===== config.mk =====
export PLATFORM = sky130hd
export DESIGN_NAME = lsf_top
export DESIGN_NICKNAME = d
export VERILOG_FILES = /design/src/hw/lsf_pkg.sv /design/src/hw/lsf_gain_dec.sv /design/src/hw/lsf_tick.sv /design/src/hw/lsf_top.sv
export SDC_FILE = /design/constraint.sdc
export NUM_CORES = 1
export LEC_CHECK = 0
export BUFFER_PORTS_ARGS = -buffer_cell sky130_fd_sc_hd__buf_2
export CORE_ASPECT_RATIO = 1.4
export CORE_MARGIN = 1
export CORE_UTILIZATION = 26
export CTS_CLUSTER_DIAMETER = 80
export DETAILED_ROUTE_END_ITERATION = 12
export PLACE_DENSITY = 0.42
export SLEW_MARGIN = 5
export SYNTH_ARGS = -nofsm -noshare
export SYNTH_HDL_FRONTEND = slang
export SYNTH_HIERARCHICAL = 1
export SYNTH_SLANG_ARGS = --single-unit

===== constraint.sdc =====
create_clock -name clk -period 4.4 [get_ports clk]
set_input_delay 0.22 -clock clk [delete_from_list [all_inputs] [get_ports clk]]
set_output_delay 0.22 -clock clk [all_outputs]
set_load 0.05 [all_outputs]

===== src/hw/lsf_pkg.sv =====
// Constants, types and helpers shared by the light sensor flag/config block
package lsf_pkg;

	////////////////////////////////////////////////////////////////////////////
	localparam logic [7:0] ADDR_FLAGS = 8'h08;
	localparam logic [7:0] ADDR_GAIN_INT = 8'h09;
	localparam logic [7:0] ADDR_WAIT_SCALE = 8'h0a;

	localparam int FLAG_AMB_HIGH = 5;
	localparam int FLAG_AMB_LOW = 4;
	localparam int FLAG_IR_HIGH = 3;
	localparam int FLAG_IR_LOW = 2;
	localparam int FLAG_DARK_HIGH = 1;
	localparam int FLAG_DARK_LOW = 0;
	localparam int NUM_FLAGS = 6;

	localparam logic [5:0] FLAGS_RESET = 6'h00;
	localparam logic [3:0] PERIOD_RESET = 4'h8;
	localparam logic [2:0] AGAIN_RESET = 3'h0;
	localparam logic [2:0] POST_SCALE_SEL_RESET = 3'h0;
	localparam logic SUB_RESET = 1'b1;
	localparam logic [3:0] WAIT_RESET = 4'h0;
	localparam int WAIT_SHIFT_BASE = 6;

	////////////////////////////////////////////////////////////////////////////
	// Timing: clock 100 ns, integration unit 0.1 ms, slow clock period 6.1 us
	localparam int CLK_PERIOD_NS = 100;
	localparam int INTEG_UNIT_US = 100;
	localparam int SLOW_PERIOD_NS = 6100;
	localparam int UNIT_CYCLES = INTEG_UNIT_US * 1000 / CLK_PERIOD_NS;
	localparam int SLOW_CYCLES = SLOW_PERIOD_NS / CLK_PERIOD_NS;
	localparam int CNT_W = 22;

	////////////////////////////////////////////////////////////////////////////
	typedef struct packed {
		logic unused;
		logic [3:0] period;
		logic [2:0] again;
	} lsf_gain_int_s;

	typedef struct packed {
		logic [2:0] post_scale_sel;
		logic sub_en;
		logic [3:0] wait_sel;
	} lsf_wait_scale_s;

	typedef struct packed {
		logic wr;
		logic rd;
		logic [7:0] addr;
		logic [7:0] wdata;
	} lsf_req_s;

	typedef enum logic [1:0] {
		ST_IDLE = 2'b00,
		ST_INTEG = 2'b01,
		ST_WAIT = 2'b11
	} lsf_state_e;

	// Integration period in 0.1 ms units
	function automatic logic [21:0] integ_units(input logic [3:0] code);
		logic [21:0] u;
		u = 22'h00_3E80;
		unique case (code)
			4'h0: u = 22'h00_0002;
			4'h1: u = 22'h00_0004;
			4'h2: u = 22'h00_0008;
			4'h3: u = 22'h00_0010;
			4'h4: u = 22'h00_001F;
			4'h5: u = 22'h00_003F;
			4'h6: u = 22'h00_007D;
			4'h7: u = 22'h00_00FA;
			4'h8: u = 22'h00_01F4;
			4'h9: u = 22'h00_03E8;
			4'hA: u = 22'h00_07D0;
			4'hB: u = 22'h00_0FA0;
			4'hC: u = 22'h00_1F40;
			4'hD, 4'hE, 4'hF: u = 22'h00_3E80;
		endcase
		return u;
	endfunction

endpackage


===== src/hw/lsf_gain_dec.sv =====
// Registered decode of analog and digital gain codes into multipliers
`timescale 1ns/1ps
`default_nettype none
module lsf_gain_dec (
	input wire logic clk,
	input wire logic reset,
	input wire logic [2:0] again,
	input wire logic [2:0] post_scale_sel,
	output logic [8:0] analog_gain_q,
	output logic [4:0] digital_gain_q
);
	always_ff @(posedge clk) begin
		if (reset) begin
			analog_gain_q <= 9'h001;
		end else begin
			unique case (again)
				3'h0: analog_gain_q <= 9'h001;
				3'h1: analog_gain_q <= 9'h004;
				3'h2: analog_gain_q <= 9'h010;
				3'h3: analog_gain_q <= 9'h080;
				default: analog_gain_q <= 9'h100;
			endcase
		end
	end

	always_ff @(posedge clk) begin
		if (reset) begin
			digital_gain_q <= 5'h01;
		end else if (post_scale_sel[2]) begin
			digital_gain_q <= 5'h10;
		end else begin
			digital_gain_q <= 5'(5'h01 << post_scale_sel[1:0]);
		end
	end
endmodule
`default_nettype wire


===== src/hw/lsf_tick.sv =====
// Periodic one-cycle tick divider with synchronous restart
`timescale 1ns/1ps
`default_nettype none
module lsf_tick #(
	parameter int DIV = 61
) (
	input wire logic clk,
	input wire logic reset,
	input wire logic restart,
	output logic tick_q
);
	localparam int W = $clog2(DIV + 1);
	localparam logic [W-1:0] LAST = W'(DIV - 1);

	logic [W-1:0] cnt_q;

	always_ff @(posedge clk) begin
		if (reset || restart) begin
			cnt_q <= '0;
			tick_q <= 1'b0;
		end else if (cnt_q == LAST) begin
			cnt_q <= '0;
			tick_q <= 1'b1;
		end else begin
			cnt_q <= cnt_q + W'(1);
			tick_q <= 1'b0;
		end
	end
endmodule
`default_nettype wire


===== src/hw/lsf_top.sv =====
// Threshold flag register and measurement configuration with sequencer
`timescale 1ns/1ps
`default_nettype none
module lsf_top (
	input wire logic clk,
	input wire logic reset,
	input wire lsf_pkg::lsf_req_s req,
	input wire logic [5:0] flag_set,
	input wire logic clear_source_sel,
	input wire logic dark_low_read,
	input wire logic reset_cmd,
	input wire logic sync_single_en,
	input wire logic meas_enable,
	output logic [7:0] rdata_q,
	output logic [5:0] flags_q,
	output logic [8:0] analog_gain_q,
	output logic [4:0] digital_gain_q,
	output logic dark_sub_en_q,
	output logic integrating_q,
	output logic meas_start_q,
	output logic meas_done_q,
	output logic meas_abort_q
);

	////////////////////////////////////////////////////////////////////////////
	// Register storage

	lsf_pkg::lsf_gain_int_s gain_int_q;
	lsf_pkg::lsf_wait_scale_s wait_scale_q;
	lsf_pkg::lsf_state_e state_q;
	logic [lsf_pkg::CNT_W-1:0] cnt_q;
	logic [5:0] flag_clr;
	logic flag_clear_evt;
	logic cfg_write;
	logic restart;
	logic unit_tick;
	logic slow_tick;
	logic [lsf_pkg::CNT_W-1:0] integ_limit;
	logic [lsf_pkg::CNT_W-1:0] wait_limit;

	assign cfg_write = req.wr && (req.addr == lsf_pkg::ADDR_GAIN_INT ||
		req.addr == lsf_pkg::ADDR_WAIT_SCALE);
	// Any configuration write while running aborts and restarts
	assign restart = cfg_write && state_q != lsf_pkg::ST_IDLE;

	always_ff @(posedge clk) begin
		if (reset) begin
			gain_int_q.unused <= 1'b0;
			gain_int_q.period <= lsf_pkg::PERIOD_RESET;
			gain_int_q.again <= lsf_pkg::AGAIN_RESET;
		end else if (req.wr && req.addr == lsf_pkg::ADDR_GAIN_INT) begin
			gain_int_q <= lsf_pkg::lsf_gain_int_s'(req.wdata);
		end
	end

	always_ff @(posedge clk) begin
		if (reset) begin
			wait_scale_q.post_scale_sel <= lsf_pkg::POST_SCALE_SEL_RESET;
			wait_scale_q.sub_en <= lsf_pkg::SUB_RESET;
			wait_scale_q.wait_sel <= lsf_pkg::WAIT_RESET;
		end else if (req.wr && req.addr == lsf_pkg::ADDR_WAIT_SCALE) begin
			wait_scale_q <= lsf_pkg::lsf_wait_scale_s'(req.wdata);
		end
	end

	always_ff @(posedge clk) begin
		if (reset) begin
			dark_sub_en_q <= lsf_pkg::SUB_RESET;
		end else begin
			dark_sub_en_q <= wait_scale_q.sub_en;
		end
	end

	////////////////////////////////////////////////////////////////////////////
	// Threshold event flags

	always_comb begin
		flag_clear_evt = reset_cmd || sync_single_en;
		if (clear_source_sel) begin
			flag_clear_evt = flag_clear_evt || dark_low_read;
		end else begin
			flag_clear_evt = flag_clear_evt ||
				(req.rd && req.addr == lsf_pkg::ADDR_FLAGS);
		end
		flag_clr = flag_clear_evt ? 6'h3F : 6'h00;
	end

	// A new event in the clearing cycle survives the clear
	always_ff @(posedge clk) begin
		if (reset) begin
			flags_q <= lsf_pkg::FLAGS_RESET;
		end else begin
			flags_q <= (flags_q & ~flag_clr) | flag_set;
		end
	end

	////////////////////////////////////////////////////////////////////////////
	// Read port

	always_ff @(posedge clk) begin
		if (reset) begin
			rdata_q <= 8'h00;
		end else if (req.rd) begin
			unique case (req.addr)
				lsf_pkg::ADDR_FLAGS: rdata_q <= {2'b00, flags_q};
				lsf_pkg::ADDR_GAIN_INT: rdata_q <= gain_int_q;
				lsf_pkg::ADDR_WAIT_SCALE: rdata_q <= wait_scale_q;
				default: rdata_q <= 8'h00;
			endcase
		end
	end

	////////////////////////////////////////////////////////////////////////////
	// Measurement sequencer

	always_comb begin
		integ_limit = lsf_pkg::integ_units(gain_int_q.period);
		wait_limit = lsf_pkg::CNT_W'(1) << (5'(wait_scale_q.wait_sel) +
			5'(lsf_pkg::WAIT_SHIFT_BASE));
	end

	lsf_tick #(
		.DIV(lsf_pkg::UNIT_CYCLES)
	) u_unit_tick (
		.clk(clk),
		.reset(reset),
		.restart(restart || meas_start_q),
		.tick_q(unit_tick)
	);

	lsf_tick #(
		.DIV(lsf_pkg::SLOW_CYCLES)
	) u_slow_tick (
		.clk(clk),
		.reset(reset),
		.restart(restart),
		.tick_q(slow_tick)
	);

	lsf_gain_dec u_gain_dec (
		.clk(clk),
		.reset(reset),
		.again(gain_int_q.again),
		.post_scale_sel(wait_scale_q.post_scale_sel),
		.analog_gain_q(analog_gain_q),
		.digital_gain_q(digital_gain_q)
	);

	always_ff @(posedge clk) begin
		if (reset) begin
			state_q <= lsf_pkg::ST_IDLE;
			cnt_q <= '0;
			meas_start_q <= 1'b0;
			meas_done_q <= 1'b0;
			meas_abort_q <= 1'b0;
		end else begin
			meas_start_q <= 1'b0;
			meas_done_q <= 1'b0;
			meas_abort_q <= 1'b0;
			if (!meas_enable) begin
				meas_abort_q <= state_q == lsf_pkg::ST_INTEG;
				state_q <= lsf_pkg::ST_IDLE;
				cnt_q <= '0;
			end else if (restart) begin
				// Partial result dropped, no done pulse
				meas_abort_q <= 1'b1;
				meas_start_q <= 1'b1;
				state_q <= lsf_pkg::ST_INTEG;
				cnt_q <= '0;
			end else begin
				unique case (state_q)
					lsf_pkg::ST_IDLE: begin
						meas_start_q <= 1'b1;
						state_q <= lsf_pkg::ST_INTEG;
						cnt_q <= '0;
					end
					lsf_pkg::ST_INTEG: begin
						if (unit_tick) begin
							if (cnt_q + lsf_pkg::CNT_W'(1) >= integ_limit) begin
								meas_done_q <= 1'b1;
								cnt_q <= '0;
								if (wait_scale_q.wait_sel == 4'h0) begin
									meas_start_q <= 1'b1;
								end else begin
									state_q <= lsf_pkg::ST_WAIT;
								end
							end else begin
								cnt_q <= cnt_q + lsf_pkg::CNT_W'(1);
							end
						end
					end
					lsf_pkg::ST_WAIT: begin
						if (slow_tick) begin
							if (cnt_q + lsf_pkg::CNT_W'(1) >= wait_limit) begin
								meas_start_q <= 1'b1;
								state_q <= lsf_pkg::ST_INTEG;
								cnt_q <= '0;
							end else begin
								cnt_q <= cnt_q + lsf_pkg::CNT_W'(1);
							end
						end
					end
					default: begin
						state_q <= lsf_pkg::ST_IDLE;
						cnt_q <= '0;
					end
				endcase
			end
		end
	end

	always_ff @(posedge clk) begin
		if (reset) begin
			integrating_q <= 1'b0;
		end else begin
			integrating_q <= state_q == lsf_pkg::ST_INTEG;
		end
	end

endmodule
`default_nettype wire


==> impl_results.md <==
- Slew Limit Fails: 0
- DP Worst Slack: between 0.1 and 0.15 ns
- Final Skew: 0.00700 ns
- Dominant synthesized flop cell: dfxtp_1
- Post-synthesis sequential area ratio: 36.3%
- DR vias: 4,828
- Setup TNS: 0 ns
- Initial Util: 26.4%
- CTS sink count: 101
- Post_cts resized: 0
- Distinct cell type count after synthesis: 67
- Max frequency: 0.241 GHz
- Max_cap viols: 0
- Worst Path Required: 4.64 ns
- DP HPWL: around 12,000 um
- CTS clock-pin slew for the worst setup and hold paths: 0.08 ns
- Largest net degree at the start of global routing: 49
- Initial DRC count: between 200 and 300
- Core footprint: about 21,000 sq um
- I/O pin total: 64
- Slew headroom: 15.4%
- Status: complete, no violations
- Crit path kind: register to register
- Clock Tree Buf Depth: 2
- Area growth syn-to-layout: 15.9%
- Chip width: 126 um
- Slowest library cell on the worst path: dfxtp_1
- VDD IR max: 187 uV
- Post-Route WL: 15,400 um
- WL per Instance: 15.8 um
- Setup violations, final: 0
- CTS H-tree depth: 3
- ANT cells: 0
- Initial antenna violation count: 0
- Vias per inst: 4.93
- TritonCTS buffer count: 9
- # rows: 63
- Final Cycle Share: 94.2%
- Drt drc: 0
- I/O Buffers: 59
- Cells after Synth: ~660
- CTS tree: built
- DIE AREA: approximately 22,000 sq um
- Min setup slack post-route: 0.255 ns
- Critical path peak fanout: 14
- Tmin final: 4.14 ns
- DR pass1 iterations: 4
- Number of synthesis warnings: 6
- Hold_buf cts: 0
- Count leader, synth: dfxtp_1
- Post-Syn Area: 5570 sq um
- Clock Tree Root: clkbuf_16
- CP arrival: 4.39 ns
- Number of synthesized flops with an enable pin: 0
- Share of the synthesized area in the top cell type: 36.3%
- Layout cells sized above 1: between 15 and 20%
- Clock Latency Late Sink: 0.35 ns
- RSZ-0062 raised after global routing: false
- Power per cell area: roughly 290 nW/um^2
- First-pass GRT wire length: around 25,000 um
- Largest cells by area after synthesis: dfxtp_1 36%, ha_1 9.2%, nor2_1 5.1%
- Number of global-route vias before repair: roughly 4.7k
- Antenna violation net count after detailed routing: 0
- Synth cell count leaders: 101 x dfxtp_1, 76 x nor2_1, 59 x nand2_1
- Critical Path Max Stage Delay: 0.48 ns
- Gr ovfl total: 0
- Crit. End Element: register
- Syn_area_per_cell: between 8 and 9 sq um
- P_leak: 2.82 nW
- Gr usage total: 14.4%
- Fin nets: 786
- Yosys reg bits: just over 100
- Worst setup SP type: register
- Post-synth top area cell: dfxtp_1
- Async SR Flop Fraction: 0%
- Die height: roughly 180 um
- Hold Crit Class: input pin to register
- Final Hold Fails: 0
- Worst-Margin Slew: ~1.3 ns
- Worst-path cell chain: ha_1 -> nand3_1 -> nor2_1 -> buf_4 -> and3_1 -> xor2_1 -> ha_1 -> nand4_1 -> a2111oi_1 -> buf_4 -> a2111oi_4 -> and4_1 -> or2_2 -> a32o_1
- Post-CTS Setup Inserts: 0
- Gpl congestion: 0.850
[kinds of logic (layout without fill, tap and decap cells)]
logic type / Yosys count / after routing / share of synthesized area (%)
muxes: 21 / 21 / 3.77
other: 1 / 4 / 0.0673
buffers and inverters: 68 / 126 / 5.48
AOI/OAI and AO/OA: 127 / 127 / 15.5
xor gates and xnor gates: 26 / 26 / 4.09
DFF: 101 / 101 / 36.3
adders and majority gates: 41 / 41 / 9.20
and+or+nand+nor: 273 / 273 / 25.7
[layout by cell type, fill, tap and decap left out, types with 15 or more instances in the layout]
cell type	instances
nor2_1	76
o21ai_0	16
mux2i_1	21
inv_1	35
nand2_1	59
nand3_1	27
a21oi_1	47
ha_1	41
dfxtp_1	101
nand4_1	16
xnor2_1	16
nor2b_1	16
buf_4	15
buf_2	59
[state kept, by name, summed over array words and instances (netlist names), 6 cells and up]
name               cells
gain_int_q             8
cnt_q                 22
rdata_q                8
integ_limit           14
flags_q                6
wait_scale_q           8
u_unit_tick/cnt_q     10
u_slow_tick/cnt_q      6
[power breakdown]
group,leakage (nW),switching [mW],internal [mW],total [mW]
Sequential,0.817,0.00828,0.923,0.932
Clock,0.150,0.384,0.452,0.837
Combinational,1.86,0.0705,0.0321,0.103
[layer usage]
metal / vias up / part of all wire, % / global-route usage, %
li1: 2447 / - / -
met1: 2246 / 42 / 16.0
met2: 107 / 51 / 26.0
met3: 28 / 3.2 / 2.76
met4: 0 / 3.5 / 7.43
met5: - / 0 / 0
[final cells by class]
class                      count  area [sq um]
clock buffer                  10           229
sequential                   101          2020
clock inverter                 6          76.3
inverter                      36           135
timing repair buffer          74           408
tap                          260           325
fill                        2272         14700
multi-input combinational    492          3270
[stage by stage]
| stage | cells | area, sq um | total power, mW | hold WS (ns) | utilization [%] |
|---|---|---|---|---|---|
| after floorplan | 661 | 5590 | 1.02 | 0.297 | - |
| after global placement | 963 | 6150 | 1.06 | 0.431 | 29.1 |
| after detailed placement | 963 | 6150 | 1.06 | 0.431 | 29.1 |
| after CTS | 979 | 6450 | 1.90 | 0.0582 | 30.6 |
| after global routing | 979 | 6460 | 1.95 | 0.0623 | 30.6 |
| final | 979 | 6460 | 1.87 | 0.0695 | 30.6 |
[worst paths after layout]
| path | startpoint | cells past startpoint | to | slack, ns |
|---|---|---|---|---|
| max | cnt_q[0]$_SDFFE_PP0P_ | 14 | cnt_q[5]$_SDFFE_PP0P_ | 0.26 |
| min reg2reg | u_unit_tick/cnt_q[0]$_SDFF_PP0_ | 1 | u_unit_tick/cnt_q[0]$_SDFF_PP0_ | 0.45 |
| max reg2reg | cnt_q[0]$_SDFFE_PP0P_ | 14 | cnt_q[5]$_SDFFE_PP0P_ | 0.26 |
| min | flag_set[2] | 3 | flags_q[2]$_SDFF_PP0_ | 0.07 |
[worst max-delay path: cells and delay by family (launching register included)]
kind	cells	cell delay [ns]
compound gates	3	0.80
xor+xnor	1	0.37
fa+ha+maj	2	0.47
buf+inv	2	0.40
flops	1	0.48
simple gates	6	1.51
Note: power is estimated with default switching activity, not from simulation.
